$ cat src/core/alss_params.svh
`ifndef ALSS_PARAMS_SVH
`define ALSS_PARAMS_SVH
// Register byte offsets
`define ALSS_OFF_CTRL      8'h00
`define ALSS_OFF_LINK      8'h04
`define ALSS_OFF_CAL       8'h08
`define ALSS_OFF_STATUS    8'h0C
// Control register fields
`define ALSS_CTRL_SOFT_RST 0
`define ALSS_CTRL_LINK_EN  1
`define ALSS_CTRL_CAL_EN   2
`define ALSS_CTRL_OVERRANGE_ENABLE_CTRL   3
`define ALSS_CTRL_TRIG     4
// Link register fields
`define ALSS_LINK_MODE_LSB 0
`define ALSS_LINK_KM1_LSB  8
`define ALSS_LINK_SYNC_SEL 16
// Calibration register fields
`define ALSS_CAL_BG        0
`define ALSS_CAL_OFS       1
`define ALSS_CAL_THR_LSB   8
// Reset values
`define ALSS_CTRL_RST      5'h06
`define ALSS_LINK_RST      17'h00000
`define ALSS_CAL_RST       16'h0000
// Timing
`define ALSS_SOFT_RST_NS   1000
`define ALSS_CLK_NS        40
`define ALSS_SOFT_RST_CYC  \
  ((`ALSS_SOFT_RST_NS + `ALSS_CLK_NS - 1) / `ALSS_CLK_NS)
`define ALSS_CAL_RUN_CYC   64
`endif

$ cat src/core/alss_pkg.sv
package alss_pkg;
  // Link state machine states
  typedef enum logic [3:0] {
    LNK_STOP  = 4'h1,
    LNK_SYNC  = 4'h2,
    LNK_ILAS  = 4'h4,
    LNK_DATA  = 4'h8
  } alss_link_t;
  // Calibration state machine states
  typedef enum logic [2:0] {
    CAL_STOP  = 3'h1,
    CAL_IDLE  = 3'h2,
    CAL_RUN   = 3'h4
  } alss_cal_t;
endpackage

$ cat src/core/alss_sync2.sv
module alss_sync2
(
  // Clock and reset
  input  wire logic clk_i,
  input  wire logic rst_i,
  // Asynchronous level in, synchronised level out
  input  wire logic d_i,
  output logic      q_o
);
  logic meta_q;
  logic meta_d;
  logic sync_q;
  logic sync_d;

  // Next values of the two stages
  always_comb
  begin
    meta_d = d_i;
    sync_d = meta_q;
  end

  // Two flip-flop synchroniser, resets to the idle high pin level
  always_ff @(posedge clk_i)
  begin
    if (rst_i)
    begin
      meta_q <= 1'b1;
      sync_q <= 1'b1;
    end
    else
    begin
      meta_q <= meta_d;
      sync_q <= sync_d;
    end
  end

  assign q_o = sync_q;
endmodule

$ cat src/core/alss_top.sv
// Register access over Wishbone and the address map were left to the implementer.
`include "alss_params.svh"

module alss_top
  import alss_pkg::*;
#(
  parameter int ILAS_MF = 4
)
(
  // Clock and reset
  input  wire logic        clk_i,
  input  wire logic        rst_i,
  // Wishbone slave
  input  wire logic        cyc_i,
  input  wire logic        stb_i,
  input  wire logic        we_i,
  input  wire logic [7:0]  adr_i,
  input  wire logic [3:0]  sel_i,
  input  wire logic [31:0] dat_i,
  output logic      [31:0] dat_o,
  output logic             ack_o,
  // Sync request pins, active low request
  input  wire logic        sync_se_n_i,
  input  wire logic        sync_ts_n_i,
  // Link and calibration outputs
  output logic [3:0]       link_state_o,
  output logic             link_data_o,
  output logic             cal_busy_o,
  output logic             overrange_enable_ctrl_o,
  output logic [7:0]       link_mode_o
);
  logic        sync_se_n;
  logic        sync_ts_n;
  logic        sync_req;
  logic [4:0]  ctrl_q, ctrl_d;
  logic [16:0] link_q, link_d;
  logic [15:0] cal_q, cal_d;
  logic        ack_q, ack_d;
  logic [31:0] rdat_q, rdat_d;
  logic [7:0]  srst_q, srst_d;
  logic        trig_q, trig_d;
  logic        cal_done_q, cal_done_d;
  alss_link_t  lnk_q, lnk_d;
  alss_cal_t   cst_q, cst_d;
  logic [7:0]  mf_q, mf_d;
  logic [7:0]  frm_q, frm_d;
  logic [7:0]  ccnt_q, ccnt_d;
  logic        wr;
  logic        rd;
  logic        srst_busy;

  // Write lanes merged into a register image
  function automatic logic [31:0] merge(input logic [31:0] old,
                                        input logic [31:0] nw,
                                        input logic [3:0]  be);
    logic [31:0] r;
    r = old;
    for (int i = 0; i < 4; i++)
      if (be[i])
        r[i*8 +: 8] = nw[i*8 +: 8];
    return r;
  endfunction

  // Pin synchronisers
  alss_sync2 u_sync_se
  (
    .clk_i (clk_i),
    .rst_i (rst_i),
    .d_i   (sync_se_n_i),
    .q_o   (sync_se_n)
  );
  alss_sync2 u_sync_ts
  (
    .clk_i (clk_i),
    .rst_i (rst_i),
    .d_i   (sync_ts_n_i),
    .q_o   (sync_ts_n)
  );

  // Selected sync request source
  assign sync_req = link_q[`ALSS_LINK_SYNC_SEL] ? ~sync_ts_n
                                                : ~sync_se_n;

  // Bus strobes, one access per request
  assign wr = cyc_i & stb_i & we_i & ~ack_q;
  assign rd = cyc_i & stb_i & ~we_i & ~ack_q;
  assign srst_busy = (srst_q != 8'h00);

  // Register file and bus answer
  always_comb
  begin
    logic [31:0] m;
    m      = 32'h00000000;
    ctrl_d = ctrl_q;
    link_d = link_q;
    cal_d  = cal_q;
    srst_d = srst_busy ? srst_q - 8'h01 : 8'h00;
    ack_d  = cyc_i & stb_i & ~ack_q;
    rdat_d = 32'h00000000;
    if (wr)
    begin
      case (adr_i)
        `ALSS_OFF_CTRL:
        begin
          m      = merge({27'h0, ctrl_q}, dat_i, sel_i);
          ctrl_d = m[4:0];
          if (m[`ALSS_CTRL_SOFT_RST])
          begin
            ctrl_d = `ALSS_CTRL_RST;
            link_d = `ALSS_LINK_RST;
            cal_d  = `ALSS_CAL_RST;
            srst_d = 8'(`ALSS_SOFT_RST_CYC);
          end
        end
        `ALSS_OFF_LINK:
        begin
          m      = merge({15'h0, link_q}, dat_i, sel_i);
          link_d = m[16:0];
        end
        `ALSS_OFF_CAL:
        begin
          m     = merge({16'h0, cal_q}, dat_i, sel_i);
          cal_d = m[15:0];
        end
        default: m = 32'h00000000;
      endcase
      ctrl_d[`ALSS_CTRL_SOFT_RST] = 1'b0;
    end
    if (rd)
    begin
      case (adr_i)
        `ALSS_OFF_CTRL:   rdat_d = {27'h0, ctrl_q};
        `ALSS_OFF_LINK:   rdat_d = {15'h0, link_q};
        `ALSS_OFF_CAL:    rdat_d = {16'h0, cal_q};
        `ALSS_OFF_STATUS: rdat_d = {16'h0, 5'h0, cal_done_q, srst_busy,
                                    sync_req, 1'b0, cst_q, lnk_q};
        default:          rdat_d = 32'h00000000;
      endcase
    end
  end

  always_ff @(posedge clk_i)
  begin
    if (rst_i)
    begin
      ctrl_q <= `ALSS_CTRL_RST;
      link_q <= `ALSS_LINK_RST;
      cal_q  <= `ALSS_CAL_RST;
      srst_q <= 8'h00;
      ack_q  <= 1'b0;
      rdat_q <= 32'h00000000;
    end
    else
    begin
      ctrl_q <= ctrl_d;
      link_q <= link_d;
      cal_q  <= cal_d;
      srst_q <= srst_d;
      ack_q  <= ack_d;
      rdat_q <= rdat_d;
    end
  end

  // Link state machine
  always_comb
  begin
    lnk_d = lnk_q;
    mf_d  = mf_q;
    frm_d = frm_q;
    case (lnk_q)
      LNK_STOP:
      begin
        if (ctrl_q[`ALSS_CTRL_LINK_EN] && !srst_busy)
          lnk_d = LNK_SYNC;
      end
      LNK_SYNC:
      begin
        if (!sync_req)
        begin
          lnk_d = LNK_ILAS;
          mf_d  = 8'h00;
          frm_d = 8'h00;
        end
      end
      LNK_ILAS:
      begin
        if (sync_req)
          lnk_d = LNK_SYNC;
        else if (frm_q == link_q[`ALSS_LINK_KM1_LSB +: 8])
        begin
          frm_d = 8'h00;
          mf_d  = mf_q + 8'h01;
          if (mf_q == 8'(ILAS_MF - 1))
            lnk_d = LNK_DATA;
        end
        else
          frm_d = frm_q + 8'h01;
      end
      LNK_DATA:
      begin
        if (sync_req)
          lnk_d = LNK_SYNC;
      end
      default:
        lnk_d = LNK_STOP;
    endcase
    if (!ctrl_q[`ALSS_CTRL_LINK_EN])
      lnk_d = LNK_STOP;
  end

  always_ff @(posedge clk_i)
  begin
    if (rst_i)
    begin
      lnk_q <= LNK_STOP;
      mf_q  <= 8'h00;
      frm_q <= 8'h00;
    end
    else
    begin
      lnk_q <= lnk_d;
      mf_q  <= mf_d;
      frm_q <= frm_d;
    end
  end

  // Calibration state machine
  always_comb
  begin
    cst_d      = cst_q;
    ccnt_d     = ccnt_q;
    cal_done_d = cal_done_q;
    trig_d     = ctrl_q[`ALSS_CTRL_TRIG];
    case (cst_q)
      CAL_STOP:
      begin
        if (ctrl_q[`ALSS_CTRL_CAL_EN] && !srst_busy)
          cst_d = CAL_IDLE;
      end
      CAL_IDLE:
      begin
        if (ctrl_q[`ALSS_CTRL_TRIG] && !trig_q)
        begin
          cst_d      = CAL_RUN;
          ccnt_d     = 8'h00;
          cal_done_d = 1'b0;
        end
      end
      CAL_RUN:
      begin
        ccnt_d = ccnt_q + 8'h01;
        if (ccnt_q == 8'(`ALSS_CAL_RUN_CYC - 1))
        begin
          cal_done_d = 1'b1;
          cst_d = cal_q[`ALSS_CAL_BG] ? CAL_RUN : CAL_IDLE;
          ccnt_d = 8'h00;
        end
      end
      default:
        cst_d = CAL_STOP;
    endcase
    if (!ctrl_q[`ALSS_CTRL_CAL_EN])
      cst_d = CAL_STOP;
  end

  always_ff @(posedge clk_i)
  begin
    if (rst_i)
    begin
      cst_q      <= CAL_STOP;
      ccnt_q     <= 8'h00;
      cal_done_q <= 1'b0;
      trig_q     <= 1'b0;
    end
    else
    begin
      cst_q      <= cst_d;
      ccnt_q     <= ccnt_d;
      cal_done_q <= cal_done_d;
      trig_q     <= trig_d;
    end
  end

  // Registered outputs
  assign dat_o        = rdat_q;
  assign ack_o        = ack_q;
  assign link_state_o = lnk_q;
  assign link_data_o  = lnk_q[3]; // One-hot data state bit
  assign cal_busy_o   = cst_q[2]; // One-hot run state bit
  assign overrange_enable_ctrl_o     = ctrl_q[`ALSS_CTRL_OVERRANGE_ENABLE_CTRL];
  assign link_mode_o  = link_q[`ALSS_LINK_MODE_LSB +: 8];

  // Assertions
  link_halt_a: assert property (@(posedge clk_i) disable iff (rst_i)
    !ctrl_q[`ALSS_CTRL_LINK_EN] |=> lnk_q == LNK_STOP)
    else $error("link not halted");
  cal_halt_a: assert property (@(posedge clk_i) disable iff (rst_i)
    !ctrl_q[`ALSS_CTRL_CAL_EN] |=> cst_q == CAL_STOP)
    else $error("calibration not halted");
  cal_start_a: assert property (@(posedge clk_i) disable iff (rst_i)
    cst_q == CAL_STOP && ctrl_q[`ALSS_CTRL_CAL_EN] && !srst_busy
    |=> cst_q == CAL_IDLE)
    else $error("calibration not restarted");
  link_start_a: assert property (@(posedge clk_i) disable iff (rst_i)
    lnk_q == LNK_STOP && ctrl_q[`ALSS_CTRL_LINK_EN] && !srst_busy
    |=> lnk_q == LNK_SYNC)
    else $error("link not restarted");
  sync_follow_a: assert property (@(posedge clk_i) disable iff (rst_i)
    lnk_q == LNK_DATA && sync_req && ctrl_q[`ALSS_CTRL_LINK_EN]
    |=> lnk_q == LNK_SYNC)
    else $error("link ignored sync request");
  trig_edge_a: assert property (@(posedge clk_i) disable iff (rst_i)
    cst_q == CAL_IDLE && $rose(ctrl_q[`ALSS_CTRL_TRIG])
    && ctrl_q[`ALSS_CTRL_CAL_EN] && $past(ctrl_q[`ALSS_CTRL_CAL_EN])
    |=> cst_q == CAL_RUN)
    else $error("trigger edge missed");
  cal_len_a: assert property (@(posedge clk_i) disable iff (rst_i)
    $rose(cst_q == CAL_RUN) |-> (cst_q == CAL_RUN)[*8])
    else $error("calibration run too short");
  ack_pulse_a: assert property (@(posedge clk_i) disable iff (rst_i)
    ack_q |=> !ack_q)
    else $error("ack held two cycles");
  link_up_c: cover property (@(posedge clk_i) disable iff (rst_i)
    lnk_q == LNK_DATA);
  cal_done_c: cover property (@(posedge clk_i) disable iff (rst_i)
    $rose(cal_done_q));
  resync_c: cover property (@(posedge clk_i) disable iff (rst_i)
    lnk_q == LNK_DATA ##1 lnk_q == LNK_SYNC);
endmodule

$ cat config.mk
export PLATFORM = sky130hd
export DESIGN_NAME = alss_top
export DESIGN_NICKNAME = d
export VERILOG_FILES = /design/src/core/alss_pkg.sv /design/src/core/alss_sync2.sv /design/src/core/alss_top.sv
export VERILOG_INCLUDE_DIRS = /design/src /design/src/core
export SDC_FILE = /design/constraint.sdc
export NUM_CORES = 1
export LEC_CHECK = 0
export ABC_CLOCK_PERIOD_IN_PS = 2600
export BUFFER_PORTS_ARGS = -buffer_cell sky130_fd_sc_hd__buf_4
export CORE_MARGIN = 8
export CORE_UTILIZATION = 31
export CTS_CLUSTER_DIAMETER = 150
export DETAILED_ROUTE_END_ITERATION = 7
export PLACE_DENSITY = 0.56
export SYNTH_ARGS = -nofsm -noshare
export SYNTH_HDL_FRONTEND = slang
export SYNTH_SLANG_ARGS = --single-unit
$ cat constraint.sdc
create_clock -name clk_i -period 2.6 [get_ports clk_i]
set_input_delay 0.52 -clock clk_i [delete_from_list [all_inputs] [get_ports clk_i]]
set_output_delay 0.52 -clock clk_i [all_outputs]
set_load 0.005 [all_outputs]
==> results of run 1 <==
worst reg2reg max path, delay by kind of cell (launching register included):
kind / cells / cell delay [ns]
and+or+nand+nor: 3 / 0.83
DFF: 1 / 0.61
AOI/OAI and AO/OA: 2 / 0.68
layout make-up:
cell class	count	area, um^2	share of cell area (%)
Tap cell	184	230.2	4.171
Multi-Input combinational cell	379	2364	42.82
Clock inverter	4	47.55	0.8615
Inverter	7	26.28	0.4761
Clock buffer	12	256.5	4.647
Sequential cell	100	2002	36.27
Timing Repair Buffer	79	593.1	10.75
cell usage after synthesis, types with 5 or more instances:
library cell  number
a211oi_1           5
nand3_1           21
nor2_1            59
xor2_1            10
xnor2_1           10
a21oi_1           35
nor4_1             5
or3_1              5
buf_4             24
a22oi_1           21
and3_1            10
or4_1              5
nor3_1            17
nand2_1           41
mux2_2             7
nand2b_1           7
nor2b_1            6
dfxtp_1          100
a22o_1            12
o21ai_0           16
clkbuf_1          15
inv_1              7
or2_2              6
nand3b_1           9
routing by layer:
metal	part of all wire (%)	track usage [%]	wire length, um	up-vias
met5	0	0	0	-
met4	2.0	5.075	247	0
met3	6.5	4.230	811	21
met2	47	22.44	5891	102
met1	45	16.97	5620	1874
li1	-	-	-	1946
layout by cell type, fill, tap and decap left out, types with 4 or more instances in the layout:
cell       Yosys  layout
xnor2_1       10      10
or2_2          6       6
mux2_2         7       7
o21bai_1       4       4
o31ai_1        4       4
a21oi_1       35      35
dfxtp_1      100     100
a22o_1        12      12
buf_4         24      79
nor2b_1        6       6
nand2_1       41      41
mux4_2         4       4
nor3_1        17      17
nand3_1       21      21
a22oi_1       21      21
nand2b_1       7       7
and3_1        10      10
nor2_1        59      59
nor4_1         5       5
a211oi_1       5       5
or4_1          5       5
ha_1           4       4
xor2_1        10      10
o21ai_0       16      16
or3_1          5       5
mux2i_1        4       4
clkbuf_16      0       9
inv_1          7       7
conb_1         1      15
nand3b_1       9       9
flip-flops by register name, indices dropped and copies added (netlist names), 3 cells and up:
signal,count
dat_o,17
srst_q,8
link_q,17
link_state_o,4
frm_q,8
ctrl_q,4
cst_q,3
ccnt_q,8
mf_q,8
cal_q,16
how the worst max path moves through the flow:
stage          endpoint  slack [ns]  depth (start not counted)
6_report       frm_q[4]        0.37                          5
5_1_grt        frm_q[4]        0.02                          5
4_1_cts        frm_q[4]        0.39                          5
3_5_place_dp   dat_o[9]        0.34                          5
3_3_place_gp   dat_o[9]        0.38                          5
2_1_floorplan  cal_q[0]        0.58                          5
cells by family after synthesis:
kind of cell / after synthesis
fa+ha+maj: 4
buf+inv: 50
flops: 100
other cells: 1
mux: 15
xor+xnor: 20
simple gates: 214
compound gates: 111
report_power, final:
group	switching (mW)	leakage [nW]	internal, mW
combinational	0.283	1.13	0.271
sequential	0.0979	0.809	1.61
clock	0.581	0.149	0.796
==> out/qor.csv, run 1 <==
stage,metric,value,unit
floorplanning,ios,99,
placement,dp_slack,0.3368,ns
layout,layout.cells.non_filler,765,
floorplanning,die_y,137.8,um
synth,synth_mux_area_share,4.542,%
run,cap_viol_max_count,0,
synth,ys_types,58,
route,drc,0,
sta,setup_viol_count_final,0,
power_and_ir_drop,power_density,658.7,mW/mm^2
sta,hold_violations,0,
clocking,cts-root-buf,clkbuf_16,
synth,synth_compound_area_share,15.75,%
sta,rsz0062_at_grt,no,
setup_path,crit_buf_inv,0,
global_routing,gr-total-overflow,0,
setup_path,r2r-end,frm_q[4],
route,via_per_inst,5.154,
synth,yosys.area_share.simple,24.97,%
setup_path,startpoint_type,flop,
layout,fillCellCount,1514,
power_and_ir_drop,p_leak,2.084,nW
setup_path,critPathCaptureType,flop,
sta,skew,0.005344,ns
synth,seq_area_frac_synth,43.51,%
global_routing,grt_pass1_vias,4059,
power_and_ir_drop,power,3.635,mW
synth,ys.flop_type,dfxtp_1,
synth,yosysWarningCount,0,
worst_hold_path,min_path_type,in2reg,
global_routing,grt_max_degree,33,
placement,dp_cells,749,
route,avgRoutedWirePerCell,16.43,um
setup_path,critPathMaxStageDelay,0.61,ns
clocking,cts_buffers,9,
setup_path,required,2.84,ns
setup_path,path_class,reg2reg,
clocking,cts_tree,built,
sta,slew_viol_final,0,
route,route.vias.total,3943,
clocking,cts_hold_buf,0,
layout,fin_nets,631,
synth,synth_edf_count,0,
sta,fin_hold_ws,0.3593,ns
layout,finalInstanceArea,0.005519,mm^2
sta,finalCritPeriodShare,85.65,%
floorplanning,rows,44,
worst_hold_path,min_to,u_sync_ts.meta_q,
sta,tns,0,ns
placement,io_buffers,67,
synth,avgSynthCellArea,8.933,um^2
sta,slew_headroom,46.20,%
layout,area_growth,19.96,%
setup_path,reg2regPathDepth,5,
clocking,h-tree-depth,3,
power_and_ir_drop,ir_drop,0.3637,mV
synth,ys_seq_elements,100,
synth,synth-adder-area-share,1.088,%
worst_hold_path,min-delay-start,sync_ts_n_i,
global_routing,grt_usage,13.85,%
setup_path,path_max_fanout,11,
setup_path,critPathArrivalTime,2.47,ns
route,drt_iter0_markers,304,
clocking,clock-sinks,100,
global_routing,grt_pass1_wl,20670,um
synth,syn-cell-area,0.004601,mm^2
setup_path,r2r-start,link_state_o[2],
synth,synth_top_area_share,43.51,%
floorplanning,core,0.01453,mm^2
floorplanning,floorplan.initialDensity,31.65,%
route,drt-total-wl,12570,um
setup_path,critPathTopFamily,simple AND/OR/NAND/NOR gates,
clocking,post_cts_resized,0,
sta,fmax,449.1,MHz
setup_path,path_cells,nor4b_1 -> nand2_1 -> a21oi_1 -> nand2b_1 -> o311ai_0,
route,first_pass_iters,4,
synth,netlist_instances,515,
setup_path,rrSetupSlack,0.37,ns
setup_path,critPathSlowestCell,dfxtp_1,
global_routing,antenna_found_initial,0,
floorplanning,design.die.area,0.01900,mm^2
setup_path,cp-startpoint,link_state_o[2],
sta,setup_ws,0.3732,ns
placement,place_area,0.005215,mm^2
layout,layout-drive-gt1-share,21.00,%
synth,synth_top_family_by_area,simple AND/OR/NAND/NOR gates,
sta,period_minus_slack,2.227,ns
outcome,status,"complete, no violations",
floorplanning,die_x,137.8,um
layout,antenna_cells,0,
clocking,insertion_delay,0.35,ns
sta,worst_pin_slew,0.8040,ns
placement,dp_hpwl,9264,um
synth,synth_top_cell_by_area,dfxtp_1,
synth,synthXorXnorAreaFrac,3.807,%
clocking,clk_transition_reported_paths,0.06,ns
layout,final_util,37.97,%
clocking,postCtsSetupBuffers,0,
synth,async_flop_share,0,%
placement,place_congestion,0.7687,
route,ant_nets,0,
worst_hold_path,holdPathStages,2,
synth,synthTopCellsByArea,"dfxtp_1 44%, nor2_1 4.8%, buf_4 3.9%, a21oi_1 3.8%, a22oi_1 3.4%",
clocking,cts_buffer_depth,2,
Note: power is estimated with default switching activity, not from simulation.
==> run 2, diff against run 1 <==
--- a/config.mk
+++ b/config.mk
@@ -12,6 +12,7 @@
 export CORE_UTILIZATION = 31
 export CTS_CLUSTER_DIAMETER = 150
 export DETAILED_ROUTE_END_ITERATION = 7
+export GPL_TIMING_DRIVEN = 0
 export PLACE_DENSITY = 0.56
 export SYNTH_ARGS = -nofsm -noshare
 export SYNTH_HDL_FRONTEND = slang
==> out/qor.csv, run 2 (same netlist as run 1, synthesis figures left out) <==
stage,metric,value,unit,change
clocking,cts_tree,built,,
placement,dp_hpwl,9845,um,+6.3%
global_routing,antenna_found_initial,0,,unchanged
power_and_ir_drop,switching_power,975.1,uW,+1.3%
setup_path,critPathSlowestCell,nor4_1,,
layout,final_cell_mix,"100 x dfxtp_1, 91 x buf_4, 59 x nor2_1",,
clocking,clk_transition_reported_paths,0.07,ns,about the same
placement,dp_cells,780,,+4.1%
clocking,cts-root-buf,clkbuf_16,,
clocking,h-tree-depth,3,,unchanged
worst_hold_path,min_path_type,in2reg,,
sta,period_minus_slack,2.401,ns,+0.1746 ns
route,drc,0,,unchanged
power_and_ir_drop,internal-power,2.652,mW,-0.79%
power_and_ir_drop,seqPwrFrac,46.3,%,-0.6 points
power_and_ir_drop,power,3.627,mW,-0.23%
global_routing,met2_usage,22.61,%,+0.16 points
route,ant_nets,0,,unchanged
clocking,cts_hold_buf,0,,unchanged
layout,fillCellCount,1529,,+0.99%
layout,register_area,0.002002,mm^2,unchanged
placement,place_area,0.005386,mm^2,+3.3%
power_and_ir_drop,power_density,636.5,mW/mm^2,-3.4%
layout,finalInstanceArea,0.005698,mm^2,+3.2%
setup_path,critPathMaxStageDelay,0.63,ns,+0.02 ns
setup_path,path_max_fanout,7,,-4
power_and_ir_drop,p_leak,2.185,nW,+4.8%
global_routing,grt_pass1_wl,20970,um,+1.4%
sta,slew_headroom,47.80,%,+1.6 points
clocking,insertion_delay,0.35,ns,about the same
worst_hold_path,holdPathStages,2,,unchanged
layout,fin_nets,662,,+4.9%
floorplanning,design.die.area,0.01900,mm^2,unchanged
sta,setup_viol_count_final,0,,unchanged
layout,final_common_cell,dfxtp_1,,
outcome,status,"complete, no violations",,
layout,antenna_cells,0,,unchanged
sta,finalCritPeriodShare,92.36,%,+6.7 points
sta,fmax,416.4,MHz,-7.3%
setup_path,critPathCaptureType,flop,,
power_and_ir_drop,clkPwrFrac,36.6,%,-1.3 points
setup_path,path_cells,buf_4 -> nor4_1 -> nand4_1 -> nor3_2 -> nor2_1 -> a22o_1,,
power_and_ir_drop,ir_drop,0.3266,mV,-10%
placement,place_congestion,0.8506,,+11%
floorplanning,ios,99,,unchanged
route,first_pass_iters,5,,+1
floorplanning,floorplan.initialDensity,31.65,%,unchanged
power_and_ir_drop,p_comb_share,17.1,%,+1.9 points
route,avgRoutedWirePerCell,16.47,um,+0.25%
layout,final_util,39.20,%,+1.2 points
setup_path,path_class,in2reg,,
floorplanning,die_x,137.8,um,unchanged
setup_path,r2r-start,link_state_o[3],,
floorplanning,die_y,137.8,um,unchanged
global_routing,met1_usage,18.31,%,+1.3 points
sta,slew_viol_final,0,,unchanged
clocking,clock-sinks,100,,unchanged
global_routing,grt_max_degree,16,,-52%
worst_hold_path,min-delay-start,sync_se_n_i,,
global_routing,busiest_layer,met2,,
sta,worst_pin_slew,0.7802,ns,-0.02388 ns
clocking,cts_buffers,9,,unchanged
layout,area_growth,23.85,%,
layout,layout.cells.non_filler,796,,+4.1%
sta,hold_violations,0,,unchanged
global_routing,grtUsageMet3,2.699,%,-1.5 points
sta,rsz0062_at_grt,no,,
floorplanning,rows,44,,unchanged
sta,skew,0.006980,ns,+0.001636 ns
worst_hold_path,min_to,u_sync_se.meta_q,,
route,drt-total-wl,13110,um,+4.3%
global_routing,grt_usage,14.24,%,+0.38 points
clocking,postCtsSetupBuffers,0,,unchanged
floorplanning,core,0.01453,mm^2,unchanged
power_and_ir_drop,p_sw_share,26.89,%,+0.41 points
setup_path,critPathArrivalTime,2.65,ns,+0.18 ns
global_routing,gr-total-overflow,0,,unchanged
route,route.vias.total,4134,,+4.8%
placement,io_buffers,67,,unchanged
layout,layout-drive-gt1-share,23.04,%,+2.0 points
setup_path,required,2.84,ns,about the same
setup_path,rrSetupSlack,0.28,ns,-0.09 ns
sta,tns,0,ns,unchanged
route,via_per_inst,5.193,,+0.76%
global_routing,grt_pass1_vias,4124,,+1.6%
setup_path,startpoint_type,primary input,,
setup_path,reg2regPathDepth,6,,+1
route,drt_iter0_markers,334,,+9.9%
layout,multiInputGateArea,0.002389,mm^2,+1.1%
clocking,cts_buffer_depth,2,,unchanged
run,cap_viol_max_count,0,,unchanged
setup_path,r2r-end,frm_q[4],,
-- run 2: changes by cell type in the layout (fill, tap and decap cells not counted), sizes merged --
cell,before,now
inv,7,8
clkinvlp,1,0
clkbuf,12,27
buf,79,95
-- run 2: repair_timing --
item | in CTS | in global routing
pin swaps | 0 | 0
gates resized for setup | 1 | 6
gates cloned | 0 | 0
setup endpoints to repair | 8 | 31
-- run 2: worst max-delay path, delay by kind of cell --
kind / cells / cell delay, ns
simple gates: 4 / 1.74
buf+inv: 1 / 0.11
compound gates: 1 / 0.28
-- run 2: final cells by class --
cell class	instances	share of cell area, %
Buffer	43	4.611
Clock buffer	12	4.150
Clock inverter	4	0.8564
Inverter	7	0.4611
Multi-Input combinational cell	379	41.92
Sequential cell	100	35.13
Tap cell	184	4.040
Timing Repair Buffer	67	8.827
-- run 2: power by group through the flow --
stage	sequential, mW	combinational (mW)	clock, mW
floorplan	1.69	0.444	0
global placement	1.71	0.605	0
detailed placement	1.71	0.616	0
CTS	1.68	0.620	1.36
global route	1.69	0.699	1.44
finish	1.68	0.620	1.33
-- run 2: metal layers --
metal / vias up / share of wire, %
li1: 2003 / -
met1: 1985 / 45
met2: 123 / 47
met3: 23 / 6.0
met4: 0 / 2.4
met5: - / 0
-- run 2: through the flow --
stage	hold slack (ns)	worst slack, ns
4_1_cts	0.3555	0.04636
3_5_place_dp	0.4076	-0.4287
6_report	0.3660	0.1986
3_3_place_gp	0.4008	-0.3341
5_1_grt	0.3560	0.007921
2_1_floorplan	0.3895	0.5845
-- run 2: worst max path at each step --
| stage | from | end | depth (start not counted) |
|---|---|---|---|
| after floorplan | adr_i[1] | cal_q[0] | 5 |
| after global placement | adr_i[1] | link_q[7] | 5 |
| after detailed placement | adr_i[1] | link_q[7] | 5 |
| after CTS | adr_i[1] | cal_q[7] | 6 |
| after global routing | link_state_o[3] | frm_q[5] | 6 |
| final | adr_i[1] | cal_q[7] | 6 |
==> run 3, diff against run 2 <==
--- a/config.mk
+++ b/config.mk
@@ -14,6 +14,7 @@
 export DETAILED_ROUTE_END_ITERATION = 7
 export GPL_TIMING_DRIVEN = 0
 export PLACE_DENSITY = 0.56
+export RECOVER_POWER = 50
 export SYNTH_ARGS = -nofsm -noshare
 export SYNTH_HDL_FRONTEND = slang
 export SYNTH_SLANG_ARGS = --single-unit
==> out/qor.csv, run 3 (same netlist as run 1, synthesis figures left out) <==
stage,metric,value,unit,change
layout,fillCellCount,1540,,+0.72%
placement,io_buffers,67,,unchanged
floorplanning,die_y,137.8,um,unchanged
sta,rsz0062_at_grt,no,,
layout,layout.cells.non_filler,796,,unchanged
clocking,postCtsSetupBuffers,0,,unchanged
power_and_ir_drop,clkPwrFrac,36.6,%,about the same
clocking,clock-sinks,100,,unchanged
power_and_ir_drop,p_sw_share,26.65,%,-0.24 points
power_and_ir_drop,switching_power,962.0,uW,-1.4%
setup_path,critPathArrivalTime,2.60,ns,-0.05 ns
route,avgRoutedWirePerCell,16.36,um,-0.66%
global_routing,antenna_found_initial,0,,unchanged
floorplanning,design.die.area,0.01900,mm^2,unchanged
sta,period_minus_slack,2.354,ns,-0.04763 ns
clocking,insertion_delay,0.35,ns,about the same
layout,final_cell_mix,"100 x dfxtp_1, 59 x nor2_1, 55 x buf_4",,
power_and_ir_drop,internal-power,2.648,mW,-0.14%
clocking,cts-root-buf,clkbuf_16,,
sta,hold_violations,0,,unchanged
route,first_pass_iters,4,,-1
power_and_ir_drop,power_density,639.2,mW/mm^2,+0.42%
clocking,clk_transition_reported_paths,0.07,ns,about the same
sta,slew_headroom,32.85,%,-15 points
floorplanning,core,0.01453,mm^2,unchanged
sta,fin_hold_ws,0.3667,ns,+0.0007170 ns
clocking,cts_tree,built,,
clocking,h-tree-depth,3,,unchanged
setup_path,r2r-start,link_state_o[3],,
clocking,cts_buffer_depth,2,,unchanged
run,cap_viol_max_count,0,,unchanged
layout,layout-drive-gt1-share,21.41,%,-1.6 points
global_routing,grt_pass1_wl,20970,um,unchanged
setup_path,path_max_fanout,7,,unchanged
floorplanning,ios,99,,unchanged
power_and_ir_drop,power,3.610,mW,-0.46%
placement,dp_hpwl,9845,um,unchanged
route,drc,0,,unchanged
route,ant_nets,0,,unchanged
power_and_ir_drop,seqPwrFrac,46.4,%,about the same
placement,place_area,0.005386,mm^2,unchanged
floorplanning,floorplan.initialDensity,31.65,%,unchanged
placement,place_congestion,0.8506,,unchanged
clocking,cts_buffers,9,,unchanged
layout,final_common_cell,dfxtp_1,,
power_and_ir_drop,ir_drop,0.3261,mV,-0.13%
route,via_per_inst,5.160,,-0.65%
route,route.vias.total,4107,,-0.65%
sta,tns,0,ns,unchanged
layout,antenna_cells,0,,unchanged
global_routing,grt_max_degree,16,,unchanged
setup_path,path_class,in2reg,,
setup_path,required,2.84,ns,about the same
sta,finalCritPeriodShare,90.53,%,-1.8 points
global_routing,gr-total-overflow,0,,unchanged
layout,fin_nets,662,,unchanged
clocking,cts_hold_buf,0,,unchanged
power_and_ir_drop,p_leak,2.132,nW,-2.4%
placement,dp_cells,780,,unchanged
layout,finalInstanceArea,0.005648,mm^2,-0.88%
floorplanning,rows,44,,unchanged
global_routing,grt_pass1_vias,4124,,unchanged
global_routing,grt_usage,14.24,%,unchanged
power_and_ir_drop,p_comb_share,17.0,%,about the same
setup_path,cp-startpoint,adr_i[1],,
worst_hold_path,min-delay-start,sync_se_n_i,,
sta,worst_pin_slew,0.9989,ns,+0.2187 ns
setup_path,startpoint_type,primary input,,
sta,fmax,424.8,MHz,+2.0%
worst_hold_path,min_path_type,in2reg,,
layout,area_growth,22.76,%,
floorplanning,die_x,137.8,um,unchanged
sta,skew,0.005883,ns,-0.001097 ns
route,drt_iter0_markers,389,,+16%
outcome,status,"complete, no violations",,
sta,setup_viol_count_final,0,,unchanged
route,drt-total-wl,13030,um,-0.66%
sta,slew_viol_final,0,,unchanged
setup_path,critPathCaptureType,flop,,
-- run 3: power by group through the flow --
stage | Clock [mW] | Sequential (mW) | Combinational [mW]
global placement | 0 | 1.71 | 0.605
CTS | 1.36 | 1.68 | 0.620
global route | 1.44 | 1.69 | 0.694
floorplan | 0 | 1.69 | 0.444
detailed placement | 0 | 1.71 | 0.616
finish | 1.32 | 1.68 | 0.615
-- run 3: layout make-up --
class                   instances  area, um^2  area share (%)
inverters                       7       26.28          0.4652
multi-input cells             379        2369           41.94
well taps                     184       230.2           4.076
flip-flops and latches        100        2002           35.45
clock buffers                  12       236.5           4.187
repair buffers                 67       473.0           8.374
plain buffers                  43       262.8           4.652
clock inverters                 4       48.80          0.8640
-- run 3: critical path: stages --
cell and delay, ns:
clkbuf_4 0.11, nor4_1 0.58, nand4_1 0.42, nor3_2 0.49, nor2_1 0.19, a22o_1 0.27
-- run 3: final timing paths --
path	cells after the start	endpoint	slack, ns
worst min-delay path	2	u_sync_se.meta_q	0.37
worst max register to register	6	frm_q[4]	0.32
worst min register to register	1	u_sync_ts.q_o	0.43
worst max-delay path	6	cal_q[7]	0.25
-- run 3: per-stage QoR --
step | utilization, % | setup slack, ns
final | 38.86 | 0.2462
after global routing | 38.86 | 0.01067
after CTS | 39.06 | 0.04636
after detailed placement | 37.06 | -0.4287
after global placement | 37.06 | -0.3341
after floorplan | - | 0.5845
-- run 3: routing by layer --
layer | GRT usage [%] | wire [um]
met5 | 0 | 0
met4 | 6.567 | 319
met3 | 2.699 | 862
met2 | 22.61 | 6104
met1 | 18.31 | 5739
-- run 3: repair_timing --
action | 4_1_cts | 5_1_grt
setup endpoints to repair | 8 | 31
gates resized for setup | 1 | 6
gates cloned | 0 | 0
